--- src/design/sdsw_pkg.sv ---
`default_nettype none
package sdsw_pkg;

    // ----------------------------------------------------------------
    // register map (function 1 byte addresses)
    // ----------------------------------------------------------------
    localparam logic [16:0] DMA_STATUS_CONTROL_ADDR = 17'h00108;
    localparam logic [16:0] HOST_TO_FUNCTION_DATA_WINDOW_ADDR = 17'h0010C;
    localparam logic [16:0] HOST_BOX_STATUS_ADDR = 17'h00104;

    // ----------------------------------------------------------------
    // field positions
    // ----------------------------------------------------------------
    localparam int UP_CH1_BUSY_BIT = 7;
    localparam int UP_CH0_BUSY_BIT = 6;
    localparam int DOWN_CH1_BUSY_BIT = 5;
    localparam int DOWN_CH0_BUSY_BIT = 4;
    localparam int UP_CH1_WAIT_BIT = 3;
    localparam int UP_CH0_WAIT_BIT = 2;
    localparam int UP_NEXT_SEL_BIT = 1;
    localparam int DOWN_NEXT_SEL_BIT = 0;
    localparam int HOST_BOX0_FLAG_BIT = 0;

    // ----------------------------------------------------------------
    // reset values and sizes
    // ----------------------------------------------------------------
    localparam logic [7:0] BYTE_RESET = 8'h00;
    localparam logic [7:0] LOCAL_WRITE_MASK = 8'h0F;
    localparam int FIFO_DEPTH = 32;
    localparam int FIFO_WIDTH = 8;

    // ----------------------------------------------------------------
    // carriers
    // ----------------------------------------------------------------
    typedef struct packed {
        logic        rd;
        logic        wr;
        logic [16:0] addr;
        logic [7:0]  wdata;
    } sdsw_req_t;

    typedef struct packed {
        logic       chan;
        logic [7:0] data;
    } sdsw_beat_t;

    typedef enum logic [1:0] {
        SDSW_IDLE = 2'b00,
        SDSW_MOVE = 2'b01,
        SDSW_DONE = 2'b10
    } sdsw_down_state_t;

endpackage
`default_nettype wire

--- src/design/sdsw_top.sv ---
// Function
// RL1: host mailbox 0 flag reads 1 while pending, 0 otherwise, 0 at reset.
// RL2: flag clears itself after the host reads it.
// RL3: bit 7 shows up channel 1 busy, 0 at reset.
// RL4: bit 6 shows up channel 0 busy, 0 at reset.
// RL5: bit 5 shows down channel 1 busy, read-only on both sides.
// RL6: bit 4 shows down channel 0 busy, read-only on both sides.
// RL7: bit 3 up channel 1 data waiting, local read/write, host read.
// RL8: bit 2 up channel 0 data waiting, local read/write, host read.
// RL9: bit 1 selects up channel for next transfer, local write.
// RL10: bit 0 selects down channel for next transfer, local write.
// RL11: data window host write-only, no local access, resets to zero.
// RL12: each host window write goes to selected down channel in order; writes made while the queue is full are dropped.
`timescale 1ns/100ps
`default_nettype none
module sdsw_top (
    input wire logic i_clk, // 100 MHz clock
    input wire logic i_arst_n, // async reset, low
    input wire sdsw_pkg::sdsw_req_t i_host, // host register access
    output logic [7:0] o_host_rdata, // host read data
    output logic o_host_rvalid, // host read data valid
    output logic o_host_wready, // window can take a byte
    input wire sdsw_pkg::sdsw_req_t i_loc, // local cpu access
    output logic [7:0] o_loc_rdata, // local read data
    output logic o_loc_rvalid, // local read data valid
    input wire logic i_host_box0_set, // local raises host mailbox 0
    input wire logic [1:0] i_up_busy, // up channels transferring
    input wire logic i_down_sink_ready, // down channel accepts
    output logic [1:0] o_down_valid, // per-channel byte strobe
    output logic [7:0] o_down_data, // byte to down channel
    output logic o_host_box0_irq_flag, // mailbox 0 pending
    output logic o_up_next_channel_sel, // next up channel
    output logic o_down_next_channel_sel // next down channel
);

    // ----------------------------------------------------------------
    // decode
    // ----------------------------------------------------------------
    function automatic logic hit(input logic [16:0] a, input logic [16:0] r);
        hit = (a == r);
    endfunction

    logic host_rd_ctl;
    logic host_rd_box;
    logic host_wr_win;
    logic loc_wr_ctl;
    logic [7:0] ctl;
    logic [1:0] down_busy;
    logic [1:0] down_valid;
    logic [7:0] down_data;
    logic fifo_ready;
    logic q_valid;
    logic q_ready;
    logic sink_take;
    sdsw_pkg::sdsw_beat_t q_beat;
    sdsw_pkg::sdsw_beat_t in_beat;

    logic host_box0_irq_flag_q;
    logic [1:0] up_wait_q;
    logic up_next_channel_sel_q;
    logic down_next_channel_sel_q;
    logic [1:0] up_busy_q;
    logic [7:0] transfer_window_byte_q;

    assign host_rd_ctl = i_host.rd &&
        hit(i_host.addr, sdsw_pkg::DMA_STATUS_CONTROL_ADDR);
    assign host_rd_box = i_host.rd &&
        hit(i_host.addr, sdsw_pkg::HOST_BOX_STATUS_ADDR);
    // host writes to the control byte are ignored
    assign host_wr_win = i_host.wr && fifo_ready &&
        hit(i_host.addr, sdsw_pkg::HOST_TO_FUNCTION_DATA_WINDOW_ADDR); // RL11
    assign loc_wr_ctl = i_loc.wr &&
        hit(i_loc.addr, sdsw_pkg::DMA_STATUS_CONTROL_ADDR);

    // byte pins are registered: an accept only counts once the sink
    // can actually see the strobe, else a byte could slip past unseen
    assign sink_take = i_down_sink_ready && (|o_down_valid); // RL12

    // ----------------------------------------------------------------
    // status/control byte
    // ----------------------------------------------------------------
    always_comb
    begin
        ctl = sdsw_pkg::BYTE_RESET;
        ctl[sdsw_pkg::UP_CH1_BUSY_BIT] = up_busy_q[1]; // RL3
        ctl[sdsw_pkg::UP_CH0_BUSY_BIT] = up_busy_q[0]; // RL4
        ctl[sdsw_pkg::DOWN_CH1_BUSY_BIT] = down_busy[1]; // RL5
        ctl[sdsw_pkg::DOWN_CH0_BUSY_BIT] = down_busy[0]; // RL6
        ctl[sdsw_pkg::UP_CH1_WAIT_BIT] = up_wait_q[1]; // RL7
        ctl[sdsw_pkg::UP_CH0_WAIT_BIT] = up_wait_q[0]; // RL8
        ctl[sdsw_pkg::UP_NEXT_SEL_BIT] = up_next_channel_sel_q; // RL9
        ctl[sdsw_pkg::DOWN_NEXT_SEL_BIT] = down_next_channel_sel_q; // RL10
    end

    always_ff @(posedge i_clk or negedge i_arst_n)
    begin
        if (!i_arst_n)
        begin
            up_busy_q <= 2'h0;
        end
        else
        begin
            up_busy_q <= i_up_busy; // RL3 RL4
        end
    end

    always_ff @(posedge i_clk or negedge i_arst_n)
    begin
        if (!i_arst_n)
        begin
            up_wait_q <= 2'h0;
        end
        else if (loc_wr_ctl)
        begin
            // busy bits are not writable from either side
            up_wait_q[1] <= i_loc.wdata[sdsw_pkg::UP_CH1_WAIT_BIT]; // RL7
            up_wait_q[0] <= i_loc.wdata[sdsw_pkg::UP_CH0_WAIT_BIT]; // RL8
        end
    end

    // ----------------------------------------------------------------
    // next-channel selects, local write only
    // ----------------------------------------------------------------
    // a new down select only steers bytes written after it
    always_ff @(posedge i_clk or negedge i_arst_n)
    begin
        if (!i_arst_n)
        begin
            up_next_channel_sel_q <= 1'b0;
            down_next_channel_sel_q <= 1'b0;
        end
        else if (loc_wr_ctl)
        begin
            up_next_channel_sel_q <=
                i_loc.wdata[sdsw_pkg::UP_NEXT_SEL_BIT]; // RL9
            down_next_channel_sel_q <=
                i_loc.wdata[sdsw_pkg::DOWN_NEXT_SEL_BIT]; // RL10
        end
    end

    // ----------------------------------------------------------------
    // host mailbox 0 flag
    // ----------------------------------------------------------------
    always_ff @(posedge i_clk or negedge i_arst_n)
    begin
        if (!i_arst_n)
        begin
            host_box0_irq_flag_q <= 1'b0; // RL1
        end
        else if (i_host_box0_set)
        begin
            // a new event beats the clear from a same-cycle read
            host_box0_irq_flag_q <= 1'b1; // RL1
        end
        else if (host_rd_box)
        begin
            host_box0_irq_flag_q <= 1'b0; // RL2
        end
    end

    // ----------------------------------------------------------------
    // data window and queue
    // ----------------------------------------------------------------
    always_ff @(posedge i_clk or negedge i_arst_n)
    begin
        if (!i_arst_n)
        begin
            transfer_window_byte_q <= sdsw_pkg::BYTE_RESET; // RL11
        end
        else if (host_wr_win)
        begin
            transfer_window_byte_q <= i_host.wdata;
        end
    end

    // channel tagged at write time so later select changes do not reroute
    assign in_beat.chan = down_next_channel_sel_q; // RL12
    assign in_beat.data = i_host.wdata;

    sdsw_fifo #(
        .WIDTH(sdsw_pkg::FIFO_WIDTH + 1),
        .DEPTH(sdsw_pkg::FIFO_DEPTH)
    ) u_fifo (
        .i_clk(i_clk),
        .i_arst_n(i_arst_n),
        .i_valid(host_wr_win), // RL12
        .o_ready(fifo_ready),
        .i_data(in_beat),
        .o_valid(q_valid),
        .i_ready(q_ready),
        .o_data(q_beat)
    );

    sdsw_down_engine u_eng (
        .i_clk(i_clk),
        .i_arst_n(i_arst_n),
        .i_valid(q_valid),
        .o_ready(q_ready),
        .i_beat(q_beat),
        .i_sink_ready(sink_take),
        .o_busy(down_busy),
        .o_valid(down_valid),
        .o_data(down_data)
    );

    // ----------------------------------------------------------------
    // read ports and registered outputs
    // ----------------------------------------------------------------
    always_ff @(posedge i_clk or negedge i_arst_n)
    begin
        if (!i_arst_n)
        begin
            o_host_rdata <= sdsw_pkg::BYTE_RESET;
        end
        else
        begin
            if (host_rd_ctl)
            begin
                o_host_rdata <= ctl;
            end
            else if (host_rd_box)
            begin
                o_host_rdata <= {7'h00, host_box0_irq_flag_q}; // RL1
            end
            else
            begin
                // window reads back zero: it is write-only
                o_host_rdata <= sdsw_pkg::BYTE_RESET; // RL11
            end
        end
    end

    always_ff @(posedge i_clk or negedge i_arst_n)
    begin
        if (!i_arst_n)
        begin
            o_loc_rdata <= sdsw_pkg::BYTE_RESET;
        end
        else
        begin
            if (i_loc.rd && hit(i_loc.addr, sdsw_pkg::DMA_STATUS_CONTROL_ADDR))
            begin
                o_loc_rdata <= ctl;
            end
            else if (i_loc.rd &&
                hit(i_loc.addr, sdsw_pkg::HOST_BOX_STATUS_ADDR))
            begin
                o_loc_rdata <= {7'h00, host_box0_irq_flag_q};
            end
            else
            begin
                o_loc_rdata <= sdsw_pkg::BYTE_RESET; // RL11
            end
        end
    end

    // lags the queue by a cycle: a write just after the one that
    // filled the queue is still dropped, so writers leave a gap
    always_ff @(posedge i_clk or negedge i_arst_n)
    begin
        if (!i_arst_n)
        begin
            o_host_wready <= 1'b0;
        end
        else
        begin
            o_host_wready <= fifo_ready;
        end
    end

    always_ff @(posedge i_clk or negedge i_arst_n)
    begin
        if (!i_arst_n)
        begin
            o_host_rvalid <= 1'b0;
        end
        else
        begin
            o_host_rvalid <= i_host.rd;
        end
    end

    always_ff @(posedge i_clk or negedge i_arst_n)
    begin
        if (!i_arst_n)
        begin
            o_loc_rvalid <= 1'b0;
        end
        else
        begin
            o_loc_rvalid <= i_loc.rd;
        end
    end

    // strobe stands one cycle past the accept; sinks take one per rise
    always_ff @(posedge i_clk or negedge i_arst_n)
    begin
        if (!i_arst_n)
        begin
            o_down_valid <= 2'h0;
            o_down_data <= sdsw_pkg::BYTE_RESET;
        end
        else
        begin
            o_down_valid <= down_valid; // RL12
            o_down_data <= down_data;
        end
    end

    always_ff @(posedge i_clk or negedge i_arst_n)
    begin
        if (!i_arst_n)
        begin
            o_host_box0_irq_flag <= 1'b0;
        end
        else
        begin
            o_host_box0_irq_flag <= host_box0_irq_flag_q; // RL1
        end
    end

    always_ff @(posedge i_clk or negedge i_arst_n)
    begin
        if (!i_arst_n)
        begin
            o_up_next_channel_sel <= 1'b0;
            o_down_next_channel_sel <= 1'b0;
        end
        else
        begin
            o_up_next_channel_sel <= up_next_channel_sel_q; // RL9
            o_down_next_channel_sel <= down_next_channel_sel_q; // RL10
        end
    end
endmodule
`default_nettype wire

--- src/design/sdsw_fifo.sv ---
`timescale 1ns/100ps
`default_nettype none
module sdsw_fifo #(
    parameter int WIDTH = 9,
    parameter int DEPTH = 32
) (
    input wire logic i_clk, // clock
    input wire logic i_arst_n, // async reset, low
    input wire logic i_valid, // write strobe
    output logic o_ready, // room available
    input wire logic [WIDTH-1:0] i_data, // write data
    output logic o_valid, // data available
    input wire logic i_ready, // read accept
    output logic [WIDTH-1:0] o_data // head of queue
);
    localparam int AW = $clog2(DEPTH);

    logic [WIDTH-1:0] mem [DEPTH];
    logic [AW-1:0] wp_q;
    logic [AW-1:0] rp_q;
    logic [AW:0] cnt_q;
    logic push;
    logic pop;

    // count is one bit wider than the pointers so full and empty differ
    assign o_ready = cnt_q < (AW+1)'(DEPTH);
    assign o_valid = cnt_q != '0;
    assign o_data = mem[rp_q];
    assign push = i_valid && o_ready;
    assign pop = o_valid && i_ready;

    always_ff @(posedge i_clk)
    begin
        if (push)
        begin
            mem[wp_q] <= i_data;
        end
    end

    always_ff @(posedge i_clk or negedge i_arst_n)
    begin
        if (!i_arst_n)
        begin
            wp_q <= '0;
            rp_q <= '0;
            cnt_q <= '0;
        end
        else
        begin
            if (push)
            begin
                wp_q <= wp_q + 1'b1;
            end
            if (pop)
            begin
                rp_q <= rp_q + 1'b1;
            end
            cnt_q <= cnt_q + (AW+1)'(push) - (AW+1)'(pop);
        end
    end
endmodule
`default_nettype wire

--- src/design/sdsw_down_engine.sv ---
`timescale 1ns/100ps
`default_nettype none
module sdsw_down_engine (
    input wire logic i_clk, // clock
    input wire logic i_arst_n, // async reset, low
    input wire logic i_valid, // beat from queue
    output logic o_ready, // beat taken
    input wire sdsw_pkg::sdsw_beat_t i_beat, // channel and byte
    input wire logic i_sink_ready, // channel sink accepts
    output logic [1:0] o_busy, // per-channel transfer ongoing
    output logic [1:0] o_valid, // per-channel strobe
    output logic [7:0] o_data // byte to channel
);
    sdsw_pkg::sdsw_down_state_t st_q;
    sdsw_pkg::sdsw_beat_t cur_q;

    // one beat in flight; the sink can stall and the queue then fills
    assign o_ready = (st_q == sdsw_pkg::SDSW_IDLE);
    assign o_data = cur_q.data;
    assign o_valid[0] = (st_q == sdsw_pkg::SDSW_MOVE) && !cur_q.chan;
    assign o_valid[1] = (st_q == sdsw_pkg::SDSW_MOVE) && cur_q.chan;
    assign o_busy = o_valid;

    always_ff @(posedge i_clk or negedge i_arst_n)
    begin
        if (!i_arst_n)
        begin
            st_q <= sdsw_pkg::SDSW_IDLE;
            cur_q <= '0;
        end
        else
        begin
            case (st_q)
                sdsw_pkg::SDSW_IDLE:
                begin
                    if (i_valid)
                    begin
                        cur_q <= i_beat;
                        st_q <= sdsw_pkg::SDSW_MOVE;
                    end
                end
                sdsw_pkg::SDSW_MOVE:
                begin
                    if (i_sink_ready)
                    begin
                        st_q <= sdsw_pkg::SDSW_DONE;
                    end
                end
                default:
                begin
                    st_q <= sdsw_pkg::SDSW_IDLE;
                end
            endcase
        end
    end
endmodule
`default_nettype wire

--- config.mk ---
export PLATFORM = sky130hd
export DESIGN_NAME = sdsw_top
export DESIGN_NICKNAME = d
export VERILOG_FILES = /design/src/design/sdsw_pkg.sv /design/src/design/sdsw_top.sv /design/src/design/sdsw_fifo.sv /design/src/design/sdsw_down_engine.sv
export SDC_FILE = /design/constraint.sdc
export NUM_CORES = 1
export LEC_CHECK = 0
export BUFFER_PORTS_ARGS = -buffer_cell sky130_fd_sc_hd__buf_2
export CAP_MARGIN = 20
export CORE_MARGIN = 8
export CORE_UTILIZATION = 35
export DETAILED_ROUTE_END_ITERATION = 12
export SLEW_MARGIN = 20
export SYNTH_ARGS = -nofsm -noshare
export SYNTH_HDL_FRONTEND = slang
export SYNTH_SLANG_ARGS = --single-unit
--- constraint.sdc ---
create_clock -name i_clk -period 8.7 [get_ports i_clk]
set_input_delay 1.74 -clock i_clk [delete_from_list [all_inputs] [get_ports i_clk]]
set_output_delay 1.74 -clock i_clk [all_outputs]
set_load 0.05 [all_outputs]
Yosys cells after proc, flatten, opt, wreduce, memory -nomap -nowiden
Memory sizes are Yosys's and may differ from the RTL's. A register that Yosys moved wholly into a read port is not among the register bits.
Index checks and enable logic that the tools add are counted.
{"block": "word_totals", "register_bits": 57, "mem_bits_rw": 288, "in_bits": 60, "out_inout_bits": 32, "wordCells": 64, "n_memories": 1}
{"memory": "u_fifo.mem", "words": 32, "width": 9, "rd": 1, "rd_ports_with_merged_regs": 1, "wr": 1, "line_no": "sdsw_fifo.sv:18", "source": "logic [WIDTH-1:0] mem [DEPTH];"}
{"block": "op_classes", "n_addsub": 4, "n_lt_le_gt_ge": 1, "n_eq_ne": 8, "n_mux": 11, "n_reduce_logical": 20}
{"operator": "== test 17 x 9 -> 1 bit, second input constant", "n": 5}
{"operator": "2-to-1 mux 8 bit", "n": 2}
{"operator": "logical AND 1 bit", "n": 12}
{"operator": "adder 5 x 1 -> 5 bit, second input constant", "n": 2}
{"operator": "adder 6 x 1 -> 6 bit", "n": 1}
{"operator": "< comparator 6 bit, second input constant", "n": 1}
{"operator": "2-to-1 mux 1 bit", "n": 6}
{"operator": "nonzero test 6 bit", "n": 1}
{"operator": "subtractor 6 x 1 -> 6 bit", "n": 1}
{"operator": "2-to-1 mux 2 bit", "n": 2}
{"operator": "one-hot mux 2 bit (2 select lines)", "n": 1}
{"operator": "AND reduction 2 bit", "n": 2}
{"operator": "== test 2 x 1 -> 1 bit, second input constant", "n": 1}
{"operator": "logical NOT 1 bit", "n": 2}
{"operator": "logical NOT 2 bit", "n": 1}
{"operator": "inequality test 2 x 1 -> 1 bit, second input constant", "n": 1}
{"operator": "inequality test 2 bit, second input constant", "n": 1}
{"operator": "nonzero test 2 bit", "n": 1}
{"operator": "OR reduction 2 bit", "n": 1}

Longest topological paths before layout
{"block": "logic_depth", "depth_word": 6, "mapped_depth": 13, "ltp_nobuf": 12}

Cells and area by module
Synthesis repeated with hierarchy kept, for this count alone.
{"block": "hier_totals", "cells_unflattened": 728, "area_unflattened_um2": 13974.7}
{"mod": "sdsw_fifo", "n_inst": 1, "cells_each": 602, "area_per_inst_um2": 12082.8, "seq_area_each_um2": 9048.7}
{"mod": "sdsw_top", "n_inst": 1, "cells_each": 87, "area_per_inst_um2": 1366.3, "seq_area_each_um2": 975.9}
{"mod": "sdsw_down_engine", "n_inst": 1, "cells_each": 39, "area_per_inst_um2": 525.5, "seq_area_each_um2": 275.3}

Worst setup path after synthesis
OpenSTA, ideal clock, no wires.
{"block": "synth_path", "path_type": "input to register", "start": "input i_host[21] (netlist bit)", "end": "memory u_fifo.mem[11][0], enable pin", "setup_ns": 0.374, "arrival_time_ns": 3.165, "required_ns": 8.326, "slack_ns": 5.161, "path_stages": 5, "cell_sequence": "nor4_1 and3_1 clkbuf_1 nand3_1 nor2_1"}
{"block": "synth_via", "elab_chain_cells": 5}
{"element": "from (decl)", "line_no": "sdsw_top.sv:19", "source": "input wire sdsw_pkg::sdsw_req_t i_host,"}
{"element": "== test 17 x 9 -> 1 bit", "line_no": "sdsw_top.sv:40", "source": "hit = (a == r);"}
{"element": "logical AND 1 bit", "line_no": "sdsw_top.sv:70", "source": "assign host_wr_win = i_host.wr && fifo_ready &&"}
{"element": "logical AND 1 bit", "line_no": "sdsw_fifo.sv:29", "source": "assign push = i_valid && o_ready;"}
{"element": "2-to-1 mux 1 bit", "line_no": "sdsw_fifo.sv:34", "source": "if (push)"}
{"element": "2-to-1 mux 1 bit (implied by the code)", "line_no": "sdsw_fifo.sv:36", "source": "mem[wp_q] <= i_data;"}
{"element": "to (decl)", "line_no": "sdsw_fifo.sv:18"}
No other way between the ends.

Worst setup path in the final report
{"block": "layout_path", "start": "input i_host[12] (netlist bit)", "end": "memory u_fifo.mem[13][6], enable pin"}
The elaborated chain is that of the path after synthesis.

==> impl_metrics.csv <==
group,metric,value,unit
synthesis,synth_xor_xnor_area_share,0.00698,
detailed_routing,antenna_left,0,
critical_path,cp_max_fo,9,
min_path,hp-class,"register to register",
critical_path,start_kind,"primary input",
critical_path,path_buf_inv,1,
final_layout,drive_gt1_frac,0.233,
synthesis,synth-seq-area-share,0.747,
grt,grt_pass1_vias,7190,
critical_path,crit_arrival,3960,ps
detailed_routing,post_drt_wl_per_cell,21.5,um
floorplanning,die_h,215,um
synthesis,synthAdderAreaFrac,0.0132,
floorplanning,start_util,0.356,
floorplanning,ios,92,
synthesis,synth_top_area_cell,"edfxtp_1",
cts,clockRootBuffer,"clkbuf_16",
critical_path,cp_cell_sequence,"buf_2, nor4_1, and3_1, nand3_1, nor2_1",
detailed_routing,route.detailed.drc,0,
cts,ctsResizeCount,0,
cts,hold_buffers,0,
flow_run,drv_cap,0,
detailed_routing,drtPass1Iterations,5,
synthesis,ys_types,47,
synthesis,syn_area_per_cell,18.6,um2
floorplanning,die_area,46000,um2
timing,fin_skew,18.8,ps
cts,cts_buffers,37,
run_status,outcome,"completed",
cts,cts_sinks,354,
timing,drv_slew,0,
cts,clock_latency,520,ps
power_and_ir_drop,finalPower,4610,uW
final_layout,fin_util,0.409,
synthesis,yosysWarnings,0,
final_layout,multiInputGateArea,3270,um2
cts,cts.path.max_buffers,3,
timing,worstMarginPinSlew,989,ps
detailed_routing,first_iter_violations,558,
grt,antenna_found_initial,1,
placed_design,globalplace.congestion,0.742,
timing,post-route-min-period,3820,ps
critical_path,slowest_delay,920,ps
final_layout,fin_nets,914,
final_layout,syn_to_final_growth,15.0,%
timing,fin_crit_sh,0.439,
critical_path,cp_top_family,"simple AND/OR/NAND/NOR gates",
critical_path,cp.required,8840,ps
cts,cts_setup_buffers,0,
synthesis,syn_nets,815,
floorplanning,fp.coreArea,38700,um2
critical_path,rr_worst_depth,5,
synthesis,synth_edf_count,288,
synthesis,netlist_instances,741,
detailed_routing,wl,29900,um
min_path,min_to,"o_down_data[5]$_DFF_PN0_",
timing,fmax,262,MHz
timing,slew_headroom,0.340,
min_path,hold_start,"u_eng.o_data[5]$_DFFE_PN0P_",
cts,tritoncts,"yes",
critical_path,critPathKind,"primary input to register",
critical_path,reg2reg_slack,5280,ps
synthesis,synth_compound_area_frac,0.0334,
grt,grt_pass1_wl,45300,um
critical_path,end_kind,"register",
grt,grt-ovfl-total,0,
synthesis,yosys.area_share.simple,0.0517,
placed_design,numPortBuffers,87,
min_path,hold_depth,0,
timing,hold_violations,0,
timing,rsz0062_at_grt,"no",
cts,cts_max_level,2,
synthesis,synth_top_area_share,0.627,
timing,setup-tns-final,0,ps
detailed_routing,vias_per_cell,4.98,
synthesis,synthMuxAreaShare,0.131,
synthesis,ys_ff_latch,354,
detailed_routing,num_vias,6911,
timing,finalSetupViolations,0,
grt,grt_max_degree,67,
final_layout,fillerInstances,3465,
final_layout,seq_area,10300,um2
grt,grt_usage,0.128,
placed_design,dpl.hpwl,18600,um
power_and_ir_drop,powerDensity,291,nW/um2
critical_path,r2r-start,"u_fifo.rp_q[1]$_DFFE_PN0P_",
synthesis,synth_flop_cell,"edfxtp_1",
power_and_ir_drop,ir_drop,121,uV
critical_path,slowest_stage,"nor2_1",
critical_path,rr_endpoint,"u_eng.o_data[1]$_DFFE_PN0P_",
power_and_ir_drop,power_leakage,0.00565,uW
synthesis,synthTopCellsByArea,"edfxtp_1, dfrtp_1, mux4_2",
cts,path_clk_slew,60,ps
synthesis,synth_top_family_by_area,"multiplexers",
floorplanning,rows,72,
synthesis,syn_area,13800,um2
floorplanning,die_width,215,um
synthesis,async_flop_share,0.186,
[kinds of logic (layout without fill, tap and decap cells)]
kind of cell               after synthesis  count (layout)
DFF                                    354             354
and+or+nand+nor                        136             136
muxes                                  124             124
AOI/OAI and AO/OA                       57              57
buffers and inverters                   45             172
adders and majority gates               14              14
xor gates and xnor gates                11              11
other                                    0               1
[worst reg2reg max path, stage by stage, from the launching register on]
cell and delay (ps):
dfrtp_4 610, buf_4 850, nand3_1 950, o22a_1 470, o2111ai_1 220, o221a_1 250
[report_power, final]
part	switching (uW)	internal, uW
registers	125	1920
clock network	611	835
logic	632	492
total	1370	3240
[flip-flops by register name (all words and copies together) (netlist names), 5 cells and up]
name / cells
o_down_data: 8
o_host_rdata: 8
o_loc_rdata: 8
u_eng.o_data: 8
u_fifo.cnt_q: 6
u_fifo.mem: 288
u_fifo.rp_q: 5
u_fifo.wp_q: 5
[routing by layer]
metal	routed length [um]	global-route usage
met1	13200	0.172
met2	14700	0.211
met3	1350	0.0214
met4	660	0.0411
met5	0	0
[synthesized netlist by cell type (6+ instances only)]
cell type,instances
o2111ai_1,9
mux4_2,45
o22a_1,10
nor4_1,7
ha_1,13
mux2_2,7
xnor2_1,8
dfrtp_1,66
inv_1,12
o22ai_1,17
mux2i_1,72
or3_1,9
buf_2,17
buf_4,8
nand2_1,14
o221a_1,8
and2_1,15
edfxtp_1,288
nor2_1,51
nand4_1,6
nand3_1,7
[cells in the final DEF, fill, tap and decap left out, types with 4 or more instances in the layout]
cell type | Yosys | final
o22ai_1 | 17 | 17
or3_1 | 9 | 9
nor2_1 | 51 | 51
nor4_1 | 7 | 7
buf_2 | 17 | 86
buf_4 | 8 | 7
inv_1 | 12 | 12
and2_1 | 15 | 15
ha_1 | 13 | 13
mux2i_1 | 72 | 72
o2111ai_1 | 9 | 9
clkbuf_1 | 5 | 17
nand3b_1 | 4 | 4
mux2_2 | 7 | 7
xnor2_1 | 8 | 8
o22a_1 | 10 | 10
nand4_1 | 6 | 6
nor2b_1 | 5 | 5
nand2_1 | 14 | 14
nand3_1 | 7 | 7
a21o_1 | 5 | 5
clkbuf_8 | 0 | 5
o221a_1 | 8 | 8
clkinv_2 | 0 | 4
clkbuf_16 | 0 | 37
edfxtp_1 | 288 | 288
mux4_2 | 45 | 45
dfrtp_1 | 66 | 63
[metrics by stage]
stage	hold WS, ps	instance area [um2]	instances	setup slack, ps
after global placement	368	14800	1319	4360
after floorplan	355	13800	741	5160
after CTS	389	15900	1386	4870
final	396	15900	1387	4880
after global routing	409	15900	1386	4700
after detailed placement	378	14800	1319	4330
[area by class of cell]
cell class / instances / share of cell area
multi-input combinational: 342 / 0.206
tap: 518 / 0.0409
clock buffer: 59 / 0.0667
sequential: 354 / 0.650
antenna: 1 / 0.000158
inverter: 12 / 0.00284
timing repair buffer: 93 / 0.0304
clock inverter: 8 / 0.00284
[worst max path at each step]
stage / from / end / slack, ps / cells past startpoint
after floorplan: i_host[21] / u_fifo.mem[11][0]$_DFFE_PP_ / 5160 / 5
after global placement: i_host[11] / u_fifo.mem[12][5]$_DFFE_PP_ / 4360 / 5
after detailed placement: i_host[11] / u_fifo.mem[4][3]$_DFFE_PP_ / 4330 / 5
after CTS: i_host[21] / u_fifo.mem[4][4]$_DFFE_PP_ / 4870 / 5
after global routing: i_host[11] / u_fifo.mem[4][1]$_DFFE_PP_ / 4700 / 5
final: i_host[12] / u_fifo.mem[13][6]$_DFFE_PP_ / 4880 / 5
(Power assumes the default switching activity.)
